[src/hdl/i2m_pkg.sv]
// Constants and types of the I2C master command block
package i2m_pkg;
  // ---------------------------------------------------------------
  // Register map and command fields
  // ---------------------------------------------------------------
  localparam logic [7:0] ADDR_CMD = 8'h0c;
  localparam logic [7:0] ADDR_TXD = 8'h10;
  localparam logic [7:0] ADDR_RXD = 8'h14;
  localparam logic [7:0] ADDR_STAT = 8'h18;
  localparam logic [31:0] CMD_RESET = 32'h0000_0000;
  localparam logic [31:0] CMD_MASK = 32'h03ff_ffff;
  localparam int CMD_DIR = 0;
  localparam int CMD_A7_LSB = 1;
  localparam int CMD_A10_LSB = 8;
  localparam int CMD_SB = 11;
  localparam int CMD_AT_LSB = 12;
  localparam int CMD_STOP = 14;
  localparam int CMD_LEN_LSB = 15;
  localparam logic [1:0] AT_GCALL = 2'h0;
  localparam logic [1:0] AT_7 = 2'h1;
  localparam logic [1:0] AT_10 = 2'h2;
  localparam int ST_BUSY = 0;
  localparam int ST_NACK = 1;
  localparam int ST_PARKED = 2;
  localparam int ST_TXFULL = 3;
  localparam int ST_RXAVAIL = 4;
  localparam logic [1:0] RESP_OKAY = 2'h0;
  localparam logic [1:0] RESP_SLVERR = 2'h2;
  // ---------------------------------------------------------------
  // Bus bytes and timing
  // ---------------------------------------------------------------
  localparam logic [7:0] START_BYTE = 8'h01;
  localparam logic [7:0] GCALL_BYTE = 8'h00;
  localparam logic [4:0] TEN_HDR = 5'h1e;
  localparam int CLK_PS = 8000;
  localparam int SCL_PERIOD_NS = 125;
  localparam int QTR_CYC = (SCL_PERIOD_NS * 1000) / (4 * CLK_PS) > 0 ?
                           (SCL_PERIOD_NS * 1000) / (4 * CLK_PS) : 1;
  // ---------------------------------------------------------------
  // State encodings
  // ---------------------------------------------------------------
  typedef enum logic [2:0] {
    S_IDLE = 3'h0, S_START = 3'h1, S_BYTE = 3'h3, S_STOP = 3'h2,
    S_PARK = 3'h6
  } i2m_state_t;
  typedef enum logic [2:0] {
    P_SB = 3'h0, P_A1 = 3'h1, P_A2 = 3'h3, P_A3 = 3'h2, P_DATA = 3'h6
  } i2m_pos_t;
endpackage : i2m_pkg

[src/hdl/i2m_master.sv]
// I2C master command engine with AXI4-Lite registers and data FIFOs
`timescale 1ns/1ps
module i2m_master import i2m_pkg::*; #(
  parameter int TX_DEPTH = 8,
  parameter int RX_DEPTH = 8,
  parameter int QTR = QTR_CYC
) (
  // Clock and reset
  input wire logic clock,
  input wire logic resetn,
  // AXI4-Lite slave
  input wire logic [7:0] s_axi_awaddr,
  input wire logic s_axi_awvalid,
  output logic s_axi_awready,
  input wire logic [31:0] s_axi_wdata,
  input wire logic [3:0] s_axi_wstrb,
  input wire logic s_axi_wvalid,
  output logic s_axi_wready,
  output logic [1:0] s_axi_bresp,
  output logic s_axi_bvalid,
  input wire logic s_axi_bready,
  input wire logic [7:0] s_axi_araddr,
  input wire logic s_axi_arvalid,
  output logic s_axi_arready,
  output logic [31:0] s_axi_rdata,
  output logic [1:0] s_axi_rresp,
  output logic s_axi_rvalid,
  input wire logic s_axi_rready,
  // I2C open-drain pins
  input wire logic scl_i,
  output logic scl_o,
  output logic scl_oen,
  input wire logic sda_i,
  output logic sda_o,
  output logic sda_oen
);
  localparam int TAW = $clog2(TX_DEPTH);
  localparam int RAW = $clog2(RX_DEPTH);
  localparam int TW = $clog2(QTR + 1);

  i2m_state_t state;
  i2m_pos_t pos;
  logic [31:0] cmd;
  logic pending, nack, scl_drv, sda_drv, got_nack;
  logic [1:0] q;
  logic [3:0] bi;
  logic [TW-1:0] tmr;
  logic [7:0] sh, rx_sh, byte_out;
  logic [10:0] remain;
  logic [2:0] scl_s, sda_s;
  logic scl_f, sda_f;
  logic [7:0] tx_mem [TX_DEPTH];
  logic [7:0] rx_mem [RX_DEPTH];
  logic [TAW-1:0] tx_wp, tx_rp;
  logic [RAW-1:0] rx_wp, rx_rp;
  logic [TAW:0] tx_cnt;
  logic [RAW:0] rx_cnt;
  logic aw_full, w_full;
  logic [7:0] aw_addr;
  logic [31:0] w_data;
  logic [3:0] w_strb;

  // ---------------------------------------------------------------
  // Command field decode
  // ---------------------------------------------------------------
  logic [1:0] at;
  logic [9:0] addr10;
  logic [10:0] len;
  logic is_rd, tx_empty, tx_full, rx_full, rx_empty;
  assign at = cmd[CMD_AT_LSB +: 2];
  assign addr10 = {cmd[CMD_A10_LSB +: 3], cmd[CMD_A7_LSB +: 7]};
  assign len = cmd[CMD_LEN_LSB +: 11];
  assign is_rd = cmd[CMD_DIR] && at != AT_GCALL;
  assign tx_empty = tx_cnt == '0;
  assign tx_full = tx_cnt == (TAW+1)'(TX_DEPTH);
  assign rx_empty = rx_cnt == '0;
  assign rx_full = rx_cnt == (RAW+1)'(RX_DEPTH);

  // ---------------------------------------------------------------
  // Pin synchronisers, change taken once stages two and three agree
  // ---------------------------------------------------------------
  always_ff @(posedge clock or negedge resetn) begin
    if (!resetn) begin
      scl_s <= 3'h7;
      sda_s <= 3'h7;
      scl_f <= 1'b1;
      sda_f <= 1'b1;
    end else begin
      scl_s <= {scl_s[1:0], scl_i};
      sda_s <= {sda_s[1:0], sda_i};
      if (scl_s[1] == scl_s[2]) scl_f <= scl_s[2];
      if (sda_s[1] == sda_s[2]) sda_f <= sda_s[2];
    end
  end

  // ---------------------------------------------------------------
  // AXI4-Lite slave
  // ---------------------------------------------------------------
  logic do_write, can_cmd, wr_cmd, wr_txd, ar_hs, rd_rxd;
  assign s_axi_awready = !aw_full;
  assign s_axi_wready = !w_full;
  assign s_axi_arready = !s_axi_rvalid;
  assign do_write = aw_full && w_full && !s_axi_bvalid;
  assign can_cmd = !pending && (state == S_IDLE || state == S_PARK);
  assign wr_cmd = do_write && aw_addr == ADDR_CMD && can_cmd;
  assign wr_txd = do_write && aw_addr == ADDR_TXD && w_strb[0] && !tx_full;
  assign ar_hs = s_axi_arvalid && s_axi_arready;
  assign rd_rxd = ar_hs && s_axi_araddr == ADDR_RXD && !rx_empty;

  always_ff @(posedge clock or negedge resetn) begin
    if (!resetn) begin
      aw_full <= 1'b0;
      w_full <= 1'b0;
      aw_addr <= 8'h00;
      w_data <= 32'h0000_0000;
      w_strb <= 4'h0;
      s_axi_bvalid <= 1'b0;
      s_axi_bresp <= RESP_OKAY;
    end else begin
      if (s_axi_awvalid && !aw_full) begin
        aw_full <= 1'b1;
        aw_addr <= {s_axi_awaddr[7:2], 2'b00};
      end
      if (s_axi_wvalid && !w_full) begin
        w_full <= 1'b1;
        w_data <= s_axi_wdata;
        w_strb <= s_axi_wstrb;
      end
      if (do_write) begin
        aw_full <= 1'b0;
        w_full <= 1'b0;
        s_axi_bvalid <= 1'b1;
        s_axi_bresp <= (wr_cmd || wr_txd || aw_addr == ADDR_STAT ||
                        aw_addr == ADDR_RXD) ? RESP_OKAY : RESP_SLVERR;
      end else if (s_axi_bvalid && s_axi_bready) begin
        s_axi_bvalid <= 1'b0;
      end
    end
  end

  always_ff @(posedge clock or negedge resetn) begin
    if (!resetn) begin
      s_axi_rvalid <= 1'b0;
      s_axi_rdata <= 32'h0000_0000;
      s_axi_rresp <= RESP_OKAY;
    end else if (ar_hs) begin
      s_axi_rvalid <= 1'b1;
      s_axi_rresp <= RESP_OKAY;
      unique case ({s_axi_araddr[7:2], 2'b00})
        ADDR_CMD: s_axi_rdata <= cmd;
        ADDR_RXD: s_axi_rdata <= rx_empty ? 32'h0 : {24'h0, rx_mem[rx_rp]};
        ADDR_STAT: s_axi_rdata <= {27'h0, !rx_empty, tx_full,
                                   state == S_PARK, nack,
                                   !can_cmd};
        default: begin
          s_axi_rdata <= 32'h0000_0000;
          s_axi_rresp <= RESP_SLVERR;
        end
      endcase
    end else if (s_axi_rready) begin
      s_axi_rvalid <= 1'b0;
    end
  end

  // ---------------------------------------------------------------
  // Command register, launch request
  // ---------------------------------------------------------------
  logic launch, tx_wait;
  assign tx_wait = !is_rd && len != '0 && tx_empty;
  assign launch = pending && !tx_wait &&
                  (state == S_IDLE || state == S_PARK);

  always_ff @(posedge clock or negedge resetn) begin
    if (!resetn) begin
      cmd <= CMD_RESET;
      pending <= 1'b0;
    end else if (wr_cmd) begin
      for (int i = 0; i < 4; i++) begin
        if (w_strb[i]) cmd[8*i +: 8] <= w_data[8*i +: 8] & CMD_MASK[8*i +: 8];
      end
      pending <= 1'b1;
    end else if (launch) begin
      pending <= 1'b0;
    end
  end

  // ---------------------------------------------------------------
  // Transmit and receive FIFOs
  // ---------------------------------------------------------------
  logic step, tx_pop, rx_push;
  assign tx_pop = step && state == S_BYTE && pos == P_DATA && bi == 4'h0 &&
                  q == 2'h0 && !is_rd;
  assign rx_push = step && state == S_BYTE && pos == P_DATA && bi == 4'h8 &&
                   q == 2'h3 && is_rd;

  always_ff @(posedge clock or negedge resetn) begin
    if (!resetn) begin
      tx_wp <= '0;
      tx_rp <= '0;
      tx_cnt <= '0;
    end else begin
      if (wr_txd) tx_wp <= tx_wp + 1'b1;
      if (tx_pop) tx_rp <= tx_rp + 1'b1;
      tx_cnt <= tx_cnt + (TAW+1)'(wr_txd) - (TAW+1)'(tx_pop);
    end
  end

  always_ff @(posedge clock) begin
    if (wr_txd) tx_mem[tx_wp] <= w_data[7:0];
    if (rx_push) rx_mem[rx_wp] <= rx_sh;
  end

  always_ff @(posedge clock or negedge resetn) begin
    if (!resetn) begin
      rx_wp <= '0;
      rx_rp <= '0;
      rx_cnt <= '0;
    end else begin
      if (rx_push) rx_wp <= rx_wp + 1'b1;
      if (rd_rxd) rx_rp <= rx_rp + 1'b1;
      rx_cnt <= rx_cnt + (RAW+1)'(rx_push) - (RAW+1)'(rd_rxd);
    end
  end

  // ---------------------------------------------------------------
  // Byte to send for the current position
  // ---------------------------------------------------------------
  always_comb begin
    unique case (pos)
      P_SB: byte_out = START_BYTE;
      P_A1: begin
        if (at == AT_GCALL) byte_out = GCALL_BYTE;
        else if (at == AT_10) byte_out = {TEN_HDR, addr10[9:8], 1'b0};
        else byte_out = {cmd[CMD_A7_LSB +: 7], cmd[CMD_DIR]};
      end
      P_A2: byte_out = addr10[7:0];
      P_A3: byte_out = {TEN_HDR, addr10[9:8], 1'b1};
      P_DATA: byte_out = tx_mem[tx_rp];
      default: byte_out = 8'h00;
    endcase
  end

  // ---------------------------------------------------------------
  // Bus sequencer: quarter-bit timing with slave clock stretching
  // ---------------------------------------------------------------
  logic tick, hold, byte_end, last;
  assign tick = tmr == '0;
  assign hold = (q == 2'h2 && !scl_f) ||
                (state == S_BYTE && pos == P_DATA && bi == 4'h0 &&
                 q == 2'h0 && (is_rd ? rx_full : tx_empty));
  assign step = tick && !hold && (state == S_START || state == S_BYTE ||
                                  state == S_STOP);
  assign byte_end = step && state == S_BYTE && bi == 4'h8 && q == 2'h3;
  assign last = remain == 11'h001;
  assign scl_o = 1'b0;
  assign sda_o = 1'b0;
  assign scl_oen = !scl_drv;
  assign sda_oen = !sda_drv;

  always_ff @(posedge clock or negedge resetn) begin
    if (!resetn) begin
      state <= S_IDLE;
      pos <= P_A1;
      q <= 2'h0;
      bi <= 4'h0;
      tmr <= '0;
      sh <= 8'h00;
      rx_sh <= 8'h00;
      remain <= 11'h000;
      nack <= 1'b0;
      got_nack <= 1'b0;
      scl_drv <= 1'b0;
      sda_drv <= 1'b0;
    end else begin
      if (hold || step || !tick) begin
        tmr <= (hold || step) ? TW'(QTR - 1) : tmr - 1'b1;
      end
      if (step) q <= q + 2'h1;
      if (launch) begin
        state <= S_START;
        pos <= cmd[CMD_SB] ? P_SB : P_A1;
        remain <= len;
        nack <= 1'b0;
        q <= 2'h0;
        tmr <= TW'(QTR - 1);
      end else if (step) begin
        unique case (state)
          S_START: begin
            unique case (q)
              2'h0: sda_drv <= 1'b0;
              2'h1: scl_drv <= 1'b0;
              2'h2: sda_drv <= 1'b1;
              2'h3: begin
                scl_drv <= 1'b1;
                state <= S_BYTE;
                bi <= 4'h0;
              end
            endcase
          end
          S_STOP: begin
            unique case (q)
              2'h0: begin
                scl_drv <= 1'b1;
                sda_drv <= 1'b1;
              end
              2'h1: scl_drv <= 1'b0;
              2'h2: sda_drv <= 1'b0;
              2'h3: state <= S_IDLE;
            endcase
          end
          S_BYTE: begin
            unique case (q)
              2'h0: begin
                if (bi == 4'h0) begin
                  sh <= {byte_out[6:0], 1'b0};
                  sda_drv <= !(pos == P_DATA && is_rd) && !byte_out[7];
                end else if (bi != 4'h8) begin
                  sh <= {sh[6:0], 1'b0};
                  sda_drv <= !(pos == P_DATA && is_rd) && !sh[7];
                end else begin
                  sda_drv <= pos == P_DATA && is_rd && !last;
                end
              end
              2'h1: scl_drv <= 1'b0;
              2'h2: begin
                if (bi == 4'h8) got_nack <= sda_f;
                else rx_sh <= {rx_sh[6:0], sda_f};
              end
              2'h3: begin
                scl_drv <= 1'b1;
                bi <= bi == 4'h8 ? 4'h0 : bi + 4'h1;
              end
            endcase
          end
          default: ;
        endcase
        if (byte_end) begin
          // SDA is left alone here: a release on the falling SCL edge races it
          unique case (pos)
            P_SB: begin
              pos <= P_A1;
              state <= S_START;
            end
            P_A1, P_A2, P_A3: begin
              if (got_nack) begin
                nack <= 1'b1;
                state <= S_STOP;
              end else if (pos == P_A1 && at == AT_10) begin
                pos <= P_A2;
              end else if (pos == P_A2 && is_rd) begin
                pos <= P_A3;
                state <= S_START;
              end else if (remain == '0) begin
                state <= cmd[CMD_STOP] ? S_STOP : S_PARK;
              end else begin
                pos <= P_DATA;
              end
            end
            P_DATA: begin
              remain <= remain - 11'h001;
              if (!is_rd && got_nack && !last) begin
                nack <= 1'b1;
                state <= S_STOP;
              end else if (last) begin
                state <= cmd[CMD_STOP] ? S_STOP : S_PARK;
              end
            end
            default: ;
          endcase
        end
      end
    end
  end
endmodule : i2m_master

[config.mk]
export PLATFORM = sky130hd
export DESIGN_NAME = i2m_master
export DESIGN_NICKNAME = d
export VERILOG_FILES = /design/src/hdl/i2m_pkg.sv /design/src/hdl/i2m_master.sv
export SDC_FILE = /design/constraint.sdc
export NUM_CORES = 1
export LEC_CHECK = 0
export BUFFER_PORTS_ARGS = -buffer_cell sky130_fd_sc_hd__buf_4
export CORE_MARGIN = 5
export CORE_UTILIZATION = 35
export CTS_CLUSTER_DIAMETER = 150
export CTS_CLUSTER_SIZE = 16
export DETAILED_ROUTE_END_ITERATION = 10
export GPL_TIMING_DRIVEN = 0
export SLEW_MARGIN = 10
export SYNTH_ARGS = -nofsm -noshare
export SYNTH_HDL_FRONTEND = slang
export SYNTH_SLANG_ARGS = --single-unit
export TNS_END_PERCENT = 20
[constraint.sdc]
create_clock -name clock -period 4.9 [get_ports clock]
set_input_delay 0.49 -clock clock [delete_from_list [all_inputs] [get_ports clock]]
set_output_delay 0.49 -clock clock [all_outputs]
set_load 0.005 [all_outputs]
==> flow_summary.json, run 1 <==
{
  "r2r_end": "rx_mem[7][0]",
  "synthCells": 957,
  "drc": 0,
  "ys_types": 77,
  "fp.dieH_um": 203,
  "period_needed_ns": 3.76,
  "p_per_area_mw_per_mm2": 420,
  "first_global_vias": 8218,
  "arrival_ns": 3.91,
  "grt.total_usage": 0.149,
  "synth_most_common_cell": "dfrtp_1",
  "drt-pass1-iter-count": 6,
  "areaGrowthSynthToFinish_pct": 15.2,
  "hold_path_end": "sda_s[0]",
  "finalSetupViolations": 0,
  "drtAntennaViolNets": 0,
  "root_buffer": "clkbuf_16",
  "rows": 70,
  "dieArea_mm2": 0.0413,
  "worst-setup-path-type": "flip-flop to flip-flop",
  "cap_viol_max_count": 0,
  "r2r_start": "q[0]",
  "whs_path_depth": 1,
  "path_cells": "inv_1 -> ha_1 -> nand2b_1 -> nand4_2 -> nor3_1 -> nand2_1 -> nor2_1",
  "critPathCaptureType": "flip-flop",
  "multi_input_area_mm2": 0.00468,
  "synth_top_cell_area_share": 0.303,
  "clock_skew_ns": 0.0299,
  "dr.first_iter.drc_count": 513,
  "worstSetupStartpoint": "q[0]",
  "die_w_um": 203,
  "numCtsBuffers": 22,
  "fin_nets": 1167,
  "register_area_mm2": 0.00803,
  "clkSinkCount": 295,
  "hpwl_mm": 22.0,
  "cp_slowest_stage_delay_ns": 0.96,
  "overflow": 0,
  "cp.required_ns": 5.05,
  "synthArstFlopShare": 0.566,
  "peakVddDrop_mv": 0.280,
  "min-delay-start": "sda_i",
  "outcome": "complete, no violations",
  "r2r_slack_ns": 1.14,
  "coreArea_mm2": 0.0367,
  "drt_wl_total_mm": 30.7,
  "cts.clk_slew.worst_paths_ns": 0.08,
  "worst_slew_pin_slew_ns": 1.16,
  "ys.flop_type": "dfrtp_1",
  "critPathMaxFanout": 8,
  "fin_crit_sh": 0.767,
  "relSlewSlack": 0.220,
  "top_level_ports": 106,
  "yosys.area.top_type": "dfrtp_1",
  "placed_cells": 1522,
  "design_area_mm2": 0.0151,
  "cts_resized": 0,
  "cts_tree": "done",
  "rsz0062_at_grt": "false",
  "vias_per_cell": 5.14,
  "synth_area_leaders": "dfrtp_1 30%, edfxtp_1 29%, mux2_2 7.8%",
  "clockBufferDepth": 3,
  "cp-start-kind": "flip-flop",
  "fin_cells": 1563,
  "critPathBufInv": 1,
  "drive_above_1_share": 0.268,
  "hp-class": "input pin to flip-flop",
  "setup-tns-final_ns": 0,
  "synth-edff-count": 128,
  "grt_start_max_net_pins": 87,
  "hold_violations": 0,
  "routedWlPerCell_um": 19.6,
  "place_congestion": 0.803,
  "ys_ff_latch": 295,
  "fill_cells": 3386,
  "grt_pass1_wl_mm": 48.9,
  "max_freq_mhz": 266,
  "cpMaxStageDelayCell": "nor3_1",
  "insertion_delay_ns": 0.55,
  "placed_cell_area_mm2": 0.0144,
  "r2r_cells": 7,
  "n_antenna_cell": 0,
  "cp_top_family": "simple AND/OR/NAND/NOR gates",
  "route.vias.total": 8037,
  "p_leak_nw": 6.03,
  "avgSynthCellArea_um2": 13.7,
  "final_max_slew_viol_count": 0,
  "netlist_area_mm2": 0.0131,
  "initial_core_util": 0.356,
  "io_buffers": 87,
  "htree_levels": 1,
  "synth_warnings": 0,
  "synth-seq-area-share": 0.615,
  "grt_antenna_before_repair": 0,
  "ys_top_cells_by_count": "158 x dfrtp_1, 128 x edfxtp_1, 91 x nand2_1",
  "fin_util": 0.410
}
-- what timing repair did --
action                                 4_1_cts  5_1_grt
hold buffers                                 1        0
endpoints found under the hold margin       23        0
setup buffers                                0        0
-- cell families (layout without fill, tap and decap cells) --
logic type	after synthesis	after routing	synth area share
multiplexers	132	132	0.141
XOR/XNOR	15	15	0.0101
buffers and inverters	89	218	0.0310
AND/OR/NAND/NOR	249	249	0.0965
AO/OA/AOI/OAI	147	147	0.0781
flip-flops	295	295	0.615
other	1	10	0.000287
adder cells (fa/ha/maj)	29	29	0.0285
-- worst register-to-register path, cell delays in order, from the launching register on --
cell,delay (ns)
dfrtp_1,0.46
inv_1,0.10
ha_1,0.28
nand2b_1,0.22
nand4_2,0.29
nor3_1,0.97
nand2_1,0.30
nor2_1,0.78
-- cells in the final DEF (no fill, tap or decap), drive strengths merged, types with 4 or more instances in the layout --
cell      n
a222oi    7
a31oi     7
a22oi     6
mux2i     9
conb     10
mux4     32
xor2     11
a211oi    4
ha       25
buf     120
nand3    17
dfstp     9
mux2     91
nand2    95
edfxtp  128
nor2b    10
o311ai    4
nand4     4
a21o      4
nor4      6
nand2b   12
inv      38
o31ai     5
dfrtp   158
or3       5
o21ai    50
a21oi    20
o21a      6
xnor2     4
and3      8
clkbuf   58
nor3     19
nor2     46
o211ai   10
nor3b     6
nand3b    4
-- layout make-up --
class	count	share of cell area
Sequential cell	295	0.534
Multi-Input combinational cell	582	0.311
Timing Repair Buffer	89	0.0464
Clock buffer	38	0.0405
Tap cell	468	0.0389
Buffer	52	0.0177
Inverter	37	0.00922
Clock inverter	2	0.00274
-- power by group --
part | total, mW | switching [mW] | internal, mW
registers | 3.38 | 0.383 | 3.00
logic | 1.20 | 0.634 | 0.566
clock network | 1.74 | 0.875 | 0.862
total | 6.32 | 1.89 | 4.43
-- layer usage --
layer,wire length [um],GRT usage,vias to the layer above
met5,0,0,-
met3,1170,0.0184,51
met2,15000,0.251,164
met1,13800,0.208,4054
met4,751,0.0376,0
li1,-,-,3768
-- worst max-delay path by stage --
stage	to	slack [ns]	cells after the start
2_1_floorplan	rx_cnt[2]	2.09	11
3_3_place_gp	rx_mem[0][7]	0.86	7
3_5_place_dp	rx_mem[7][7]	1.14	7
4_1_cts	rx_mem[7][0]	1.13	7
5_1_grt	rx_mem[5][0]	0.87	7
6_report	rx_mem[7][0]	1.14	7
-- registers in the layout, summed over array words and instances, names as in the netlist, 6 cells and up --
name         cells
s_axi_rdata     26
rx_mem          64
w_data          26
cmd             26
sh               7
remain          11
rx_sh            8
tx_mem          64
aw_addr          6
-- per-stage QoR --
stage          setup slack, ns  hold slack (ns)  total power [mW]
2_1_floorplan             2.09            0.194              4.15
3_3_place_gp             0.859            0.348              4.60
3_5_place_dp              1.14            0.348              4.64
4_1_cts                   1.13           0.0489              6.39
5_1_grt                  0.873           0.0420              6.68
6_report                  1.14           0.0660              6.32
(Power assumes the default switching activity.)
==> inputs of run 2 (changes only) <==
==> constraint.sdc (replaced) <==
create_clock -name clock -period 3.48 [get_ports clock]
set_input_delay 0.348 -clock clock [delete_from_list [all_inputs] [get_ports clock]]
set_output_delay 0.348 -clock clock [all_outputs]
set_load 0.005 [all_outputs]
==> run 2 against run 1 <==
Effect of this change:
- non-clock buffer count grew 5
- hold slack lost 0.056 ns
- critical path depth unchanged
- power increased by 41%
- global-route usage hardly changed
- first-iteration DRC count up 11%
- maximum frequency increased by 12%
- critical path type unchanged
- largest cell class unchanged
==> flow_summary.json, run 2 (synthesis results as in run 1) <==
{
  "grt_antenna_before_repair": 0,
  "hp-class": "input pin to flip-flop",
  "worst_slew_pin_slew_ns": 1.04,
  "setup_ws_ns": 0.132,
  "top_level_ports": 106,
  "routedWlPerCell_um": 19.6,
  "p_leak_nw": 6.05,
  "setup-tns-final_ns": 0,
  "comb_power_share": 0.190,
  "drtAntennaViolNets": 0,
  "p_int_mw": 6.24,
  "p_per_area_mw_per_mm2": 589,
  "rsz0062_at_grt": "true",
  "place_congestion": 0.803,
  "grt.total_usage": 0.150,
  "clkSinkCount": 295,
  "final_common_cell": "dfrtp_1",
  "dieArea_mm2": 0.0413,
  "hold_violations": 0,
  "final_max_slew_viol_count": 0,
  "htree_levels": 1,
  "final_cell_mix": "158 x dfrtp_1, 128 x edfxtp_1, 99 x buf_4",
  "top_regs": "rx_mem: 64 flops, tx_mem: 64 flops",
  "clock_skew_ns": 0.0291,
  "first_global_vias": 8237,
  "insertion_delay_ns": 0.54,
  "drt-pass1-iter-count": 5,
  "post-place-ws_ns": -0.279,
  "die_w_um": 203,
  "rows": 70,
  "relSlewSlack": 0.307,
  "initial_core_util": 0.356,
  "cap_viol_max_count": 0,
  "io_buffers": 87,
  "outcome": "complete, no violations",
  "cp.required_ns": 3.63,
  "fin_util": 0.412,
  "power_switching_mw": 2.67,
  "cts.clk_slew.worst_paths_ns": 0.07,
  "drc": 0,
  "worst-setup-path-type": "flip-flop to flip-flop",
  "p_sw_frac": 0.299,
  "period_needed_ns": 3.35,
  "n_antenna_cell": 0,
  "p_clk_frac": 0.275,
  "coreArea_mm2": 0.0367,
  "critPathMaxFanout": 8,
  "cts_tree": "done",
  "drt_wl_total_mm": 30.7,
  "drive_above_1_share": 0.268,
  "dr.first_iter.drc_count": 571,
  "seqPwrFrac": 0.535,
  "vias_per_cell": 5.15,
  "fin_nets": 1172,
  "cp-start-kind": "flip-flop",
  "finalSetupViolations": 0,
  "hpwl_mm": 22.0,
  "areaGrowthSynthToFinish_pct": 15.6,
  "critPathCaptureType": "flip-flop",
  "whs_ns": 0.0100,
  "arrival_ns": 3.50,
  "fin_crit_sh": 0.962,
  "peakVddDrop_mv": 0.395,
  "max_freq_mhz": 299,
  "numCtsBuffers": 22,
  "route.vias.total": 8070,
  "clockBufferDepth": 3,
  "grt_pass1_wl_mm": 49.0,
  "fp.dieH_um": 203,
  "overflow": 0,
  "root_buffer": "clkbuf_16",
  "grt_start_max_net_pins": 87
}
[run 2: cell types whose count changed in the layout (fill, tap and decap cells not counted)]
cell	previous run	this run
nor3_2	4	5
nor3_1	15	14
dlygate4sd3_1	1	6
[run 2: power by group through the flow]
stage	combinational [mW]	sequential, mW	clock [mW]
2_1_floorplan	1.23	4.61	0
3_3_place_gp	1.66	4.82	0
3_5_place_dp	1.70	4.84	0
4_1_cts	1.72	4.77	2.52
5_1_grt	1.91	4.84	2.66
6_report	1.69	4.76	2.45
[run 2: per-layer routing]
layer,vias up,GRT usage,routed length (um),share of wire
li1,3777,-,-,-
met1,4067,0.209,13800,0.45
met2,175,0.251,15000,0.49
met3,51,0.0184,1230,0.040
met4,0,0.0376,751,0.024
met5,-,0,0,0
[run 2: final cells by class]
cell class / count / area [um2]
Multi-Input combinational cell: 582 / 4690
Clock inverter: 2 / 41.3
Sequential cell: 295 / 8030
Buffer: 52 / 267
Tap cell: 468 / 586
Timing Repair Buffer: 94 / 748
Clock buffer: 38 / 611
Inverter: 37 / 139
Fill cell: 3379 / 21600
[run 2: critical path, cell delays in order, from the launching register on]
cell and delay [ns]:
dfrtp_1 0.46, inv_1 0.09, ha_1 0.28, nand2b_1 0.21, nand4_2 0.30, nor3_2 0.60
nand2_1 0.25, nor2_1 0.77
[run 2: timing repair]
action / CTS / global route
gates cloned: 0 / 0
gates resized for setup: 1 / 0
hold buffers: 6 / 0
pin swaps: 0 / 0
setup endpoints to repair: 66 / 39
setup buffers: 0 / 0
hold endpoints to repair: 78 / 0
[run 2: through the flow]
| stage | area (um2) | total power [mW] | cells |
|---|---|---|---|
| 3_5_place_dp | 14400 | 6.54 | 1522 |
| 3_3_place_gp | 14300 | 6.48 | 1521 |
| 4_1_cts | 15100 | 9.00 | 1568 |
| 6_report | 15100 | 8.91 | 1568 |
| 5_1_grt | 15100 | 9.41 | 1568 |
| 2_1_floorplan | 13100 | 5.84 | 966 |
[run 2: path summary, 6_finish.rpt]
check                             startpoint  cells after the start           end  slack [ns]
worst min register to register      sda_s[0]                      0      sda_s[1]        0.36
worst max-delay path                    q[0]                      7  rx_mem[7][0]        0.13
max in group asynchronous             resetn                      3         bi[3]        2.21
worst max register to register          q[0]                      7  rx_mem[7][0]        0.13
min in group asynchronous             resetn                      2      rx_rp[1]        0.40
worst min-delay path            s_axi_bready                      2  s_axi_bvalid        0.01
==> inputs of run 3 (changes only) <==
--- a/config.mk
+++ b/config.mk
@@ -8,10 +8,12 @@
 export BUFFER_PORTS_ARGS = -buffer_cell sky130_fd_sc_hd__buf_4
 export CORE_MARGIN = 5
 export CORE_UTILIZATION = 35
+export CTS_BUF_LIST = sky130_fd_sc_hd__clkbuf_8 sky130_fd_sc_hd__clkbuf_16
 export CTS_CLUSTER_DIAMETER = 150
 export CTS_CLUSTER_SIZE = 16
 export DETAILED_ROUTE_END_ITERATION = 10
 export GPL_TIMING_DRIVEN = 0
+export RECOVER_POWER = 25
 export SLEW_MARGIN = 10
 export SYNTH_ARGS = -nofsm -noshare
 export SYNTH_HDL_FRONTEND = slang
==> run 3 against run 2 <==
Effect of this change:
- the flow now finishes with violations (capacitance limit, slew limit)
- sequential share of layout area about the same
- via count grew 0.25%
- sequential power barely moved
- sequential cell count unchanged
- setup slack gained 0.021 ns
- maximum frequency grew 0.62%
- clock power fell by 2%
- clock-buffer cell count fell by 16
- clock skew fell by 0.0016 ns
- non-clock buffer count is the same
- first-iteration DRC count down 7.5%
- power shrank 0.51%
==> flow_summary.json, run 3 (synthesis results as in run 1) <==
{
  "initial_core_util": 0.356,
  "peakVddDrop_mv": 0.395,
  "top_regs": "rx_mem: 64 flops, tx_mem: 64 flops",
  "final_max_slew_viol_count": 82,
  "fin_util": 0.412,
  "violations": "capacitance limit, slew limit",
  "cts_tree": "done",
  "io_buffers": 87,
  "path_cells": "inv_1 -> ha_1 -> nand2b_1 -> nand4_2 -> nor3_2 -> nand2_1 -> nor2_1",
  "drt-pass1-iter-count": 5,
  "relSlewSlack": -0.459,
  "first_global_vias": 8238,
  "grt_start_max_net_pins": 87,
  "setup_ws_ns": 0.153,
  "final_cell_mix": "158 x dfrtp_1, 128 x edfxtp_1, 97 x buf_4",
  "cp.required_ns": 3.63,
  "fin_nets": 1172,
  "place_congestion": 0.803,
  "dr.first_iter.drc_count": 528,
  "route.vias.total": 8090,
  "max_freq_mhz": 301,
  "routedWlPerCell_um": 19.6,
  "drtAntennaViolNets": 0,
  "worst_slew_pin_slew_ns": 2.19,
  "grt.total_usage": 0.150,
  "cts.clk_slew.worst_paths_ns": 0.07,
  "cap_viol_max_count": 1,
  "n_antenna_cell": 0,
  "htree_levels": 1,
  "fill_cells": 3380,
  "critPathCaptureType": "flip-flop",
  "overflow": 0,
  "grt_pass1_wl_mm": 48.9,
  "fin_crit_sh": 0.956,
  "vias_per_cell": 5.16,
  "hp-class": "input pin to flip-flop",
  "root_buffer": "clkbuf_16",
  "post-place-ws_ns": -0.279,
  "p_leak_nw": 6.12,
  "numCtsBuffers": 22,
  "whs_ns": 0.00943,
  "arrival_ns": 3.48,
  "final_common_cell": "dfrtp_1",
  "critPathBufInv": 1,
  "placed_cells": 1522,
  "cp-start-kind": "flip-flop",
  "period_needed_ns": 3.33,
  "rsz0062_at_grt": "true",
  "die_w_um": 203,
  "cpMaxStageDelayCell": "nor2_1",
  "top_level_ports": 106,
  "worst-setup-path-type": "flip-flop to flip-flop",
  "finalSetupViolations": 0,
  "drive_above_1_share": 0.267,
  "hpwl_mm": 22.0,
  "clockBufferDepth": 3,
  "p_per_area_mw_per_mm2": 587,
  "cp_top_family": "simple AND/OR/NAND/NOR gates",
  "fin_cells": 1568,
  "critPathMaxFanout": 8,
  "clkSinkCount": 295,
  "fp.dieH_um": 203,
  "rows": 70,
  "grt_antenna_before_repair": 0,
  "outcome": "complete, but fails checks",
  "drc": 0,
  "power_mw": 8.86,
  "dieArea_mm2": 0.0413,
  "clock_skew_ns": 0.0275,
  "insertion_delay_ns": 0.55,
  "coreArea_mm2": 0.0367,
  "hold_violations": 0,
  "cp_slowest_stage_delay_ns": 0.77,
  "areaGrowthSynthToFinish_pct": 15.6,
  "drt_wl_total_mm": 30.7
}
-- run 3: cell types whose count changed in the layout (fill, tap and decap cells not counted), sizes merged --
cell / before / now
inv: 38 / 54
clkbuf: 58 / 45
buf: 120 / 117
-- run 3: repair_timing --
action / in CTS / in global routing
setup endpoints to repair: 66 / 39
gates resized for setup: 1 / 0
gates cloned: 0 / 0
hold buffers: 6 / 0
setup buffers: 0 / 0
endpoints found under the hold margin: 78 / 0
-- run 3: worst register-to-register path, cell delays in order (launching register included) --
cell and delay, ns:
dfrtp_1 0.46, inv_1 0.09, ha_1 0.28, nand2b_1 0.22, nand4_2 0.30, nor3_2 0.58
nand2_1 0.25, nor2_1 0.77
-- run 3: cell type report --
cell class / instances / area [um2] / area share
repair buffers: 94 / 738 / 0.0489
plain buffers: 52 / 267 / 0.0176
flip-flops and latches: 295 / 8030 / 0.532
inverters: 37 / 139 / 0.00920
well taps: 468 / 586 / 0.0388
multi-input cells: 582 / 4690 / 0.310
clock inverters: 18 / 101 / 0.00671
clock buffers: 22 / 551 / 0.0365
-- run 3: metrics by stage --
stage,cell area (um2),TNS (ns)
after floorplan,13100,0
after global placement,14300,-15.20
after detailed placement,14400,-12.74
after CTS,15100,0
after global routing,15100,-1.97
final,15100,0
-- run 3: worst paths after layout --
| path | from | end | slack [ns] | depth (start not counted) |
|---|---|---|---|---|
| setup / recovery | q[0] | rx_mem[7][0] | 0.15 | 7 |
| hold / removal | s_axi_bready | s_axi_bvalid | 0.009 | 2 |
| setup reg to reg | q[0] | rx_mem[7][0] | 0.15 | 7 |
| hold reg to reg | sda_s[0] | sda_s[1] | 0.36 | 0 |
| max in group asynchronous | resetn | remain[6] | 1.20 | 2 |
| min in group asynchronous | resetn | rx_rp[1] | 0.99 | 2 |
-- run 3: power by group --
part	switching, mW	internal [mW]
Combinational	0.893	0.800
Clock	1.23	1.17
Sequential	0.542	4.23
Total	2.67	6.19
-- run 3: layer usage --
metal | global-route usage | vias to the layer above | wire, um
li1 | - | 3779 | -
met2 | 0.251 | 162 | 15000
met3 | 0.0184 | 49 | 1180
met1 | 0.209 | 4100 | 13800
met5 | 0 | - | 0
met4 | 0.0376 | 0 | 735
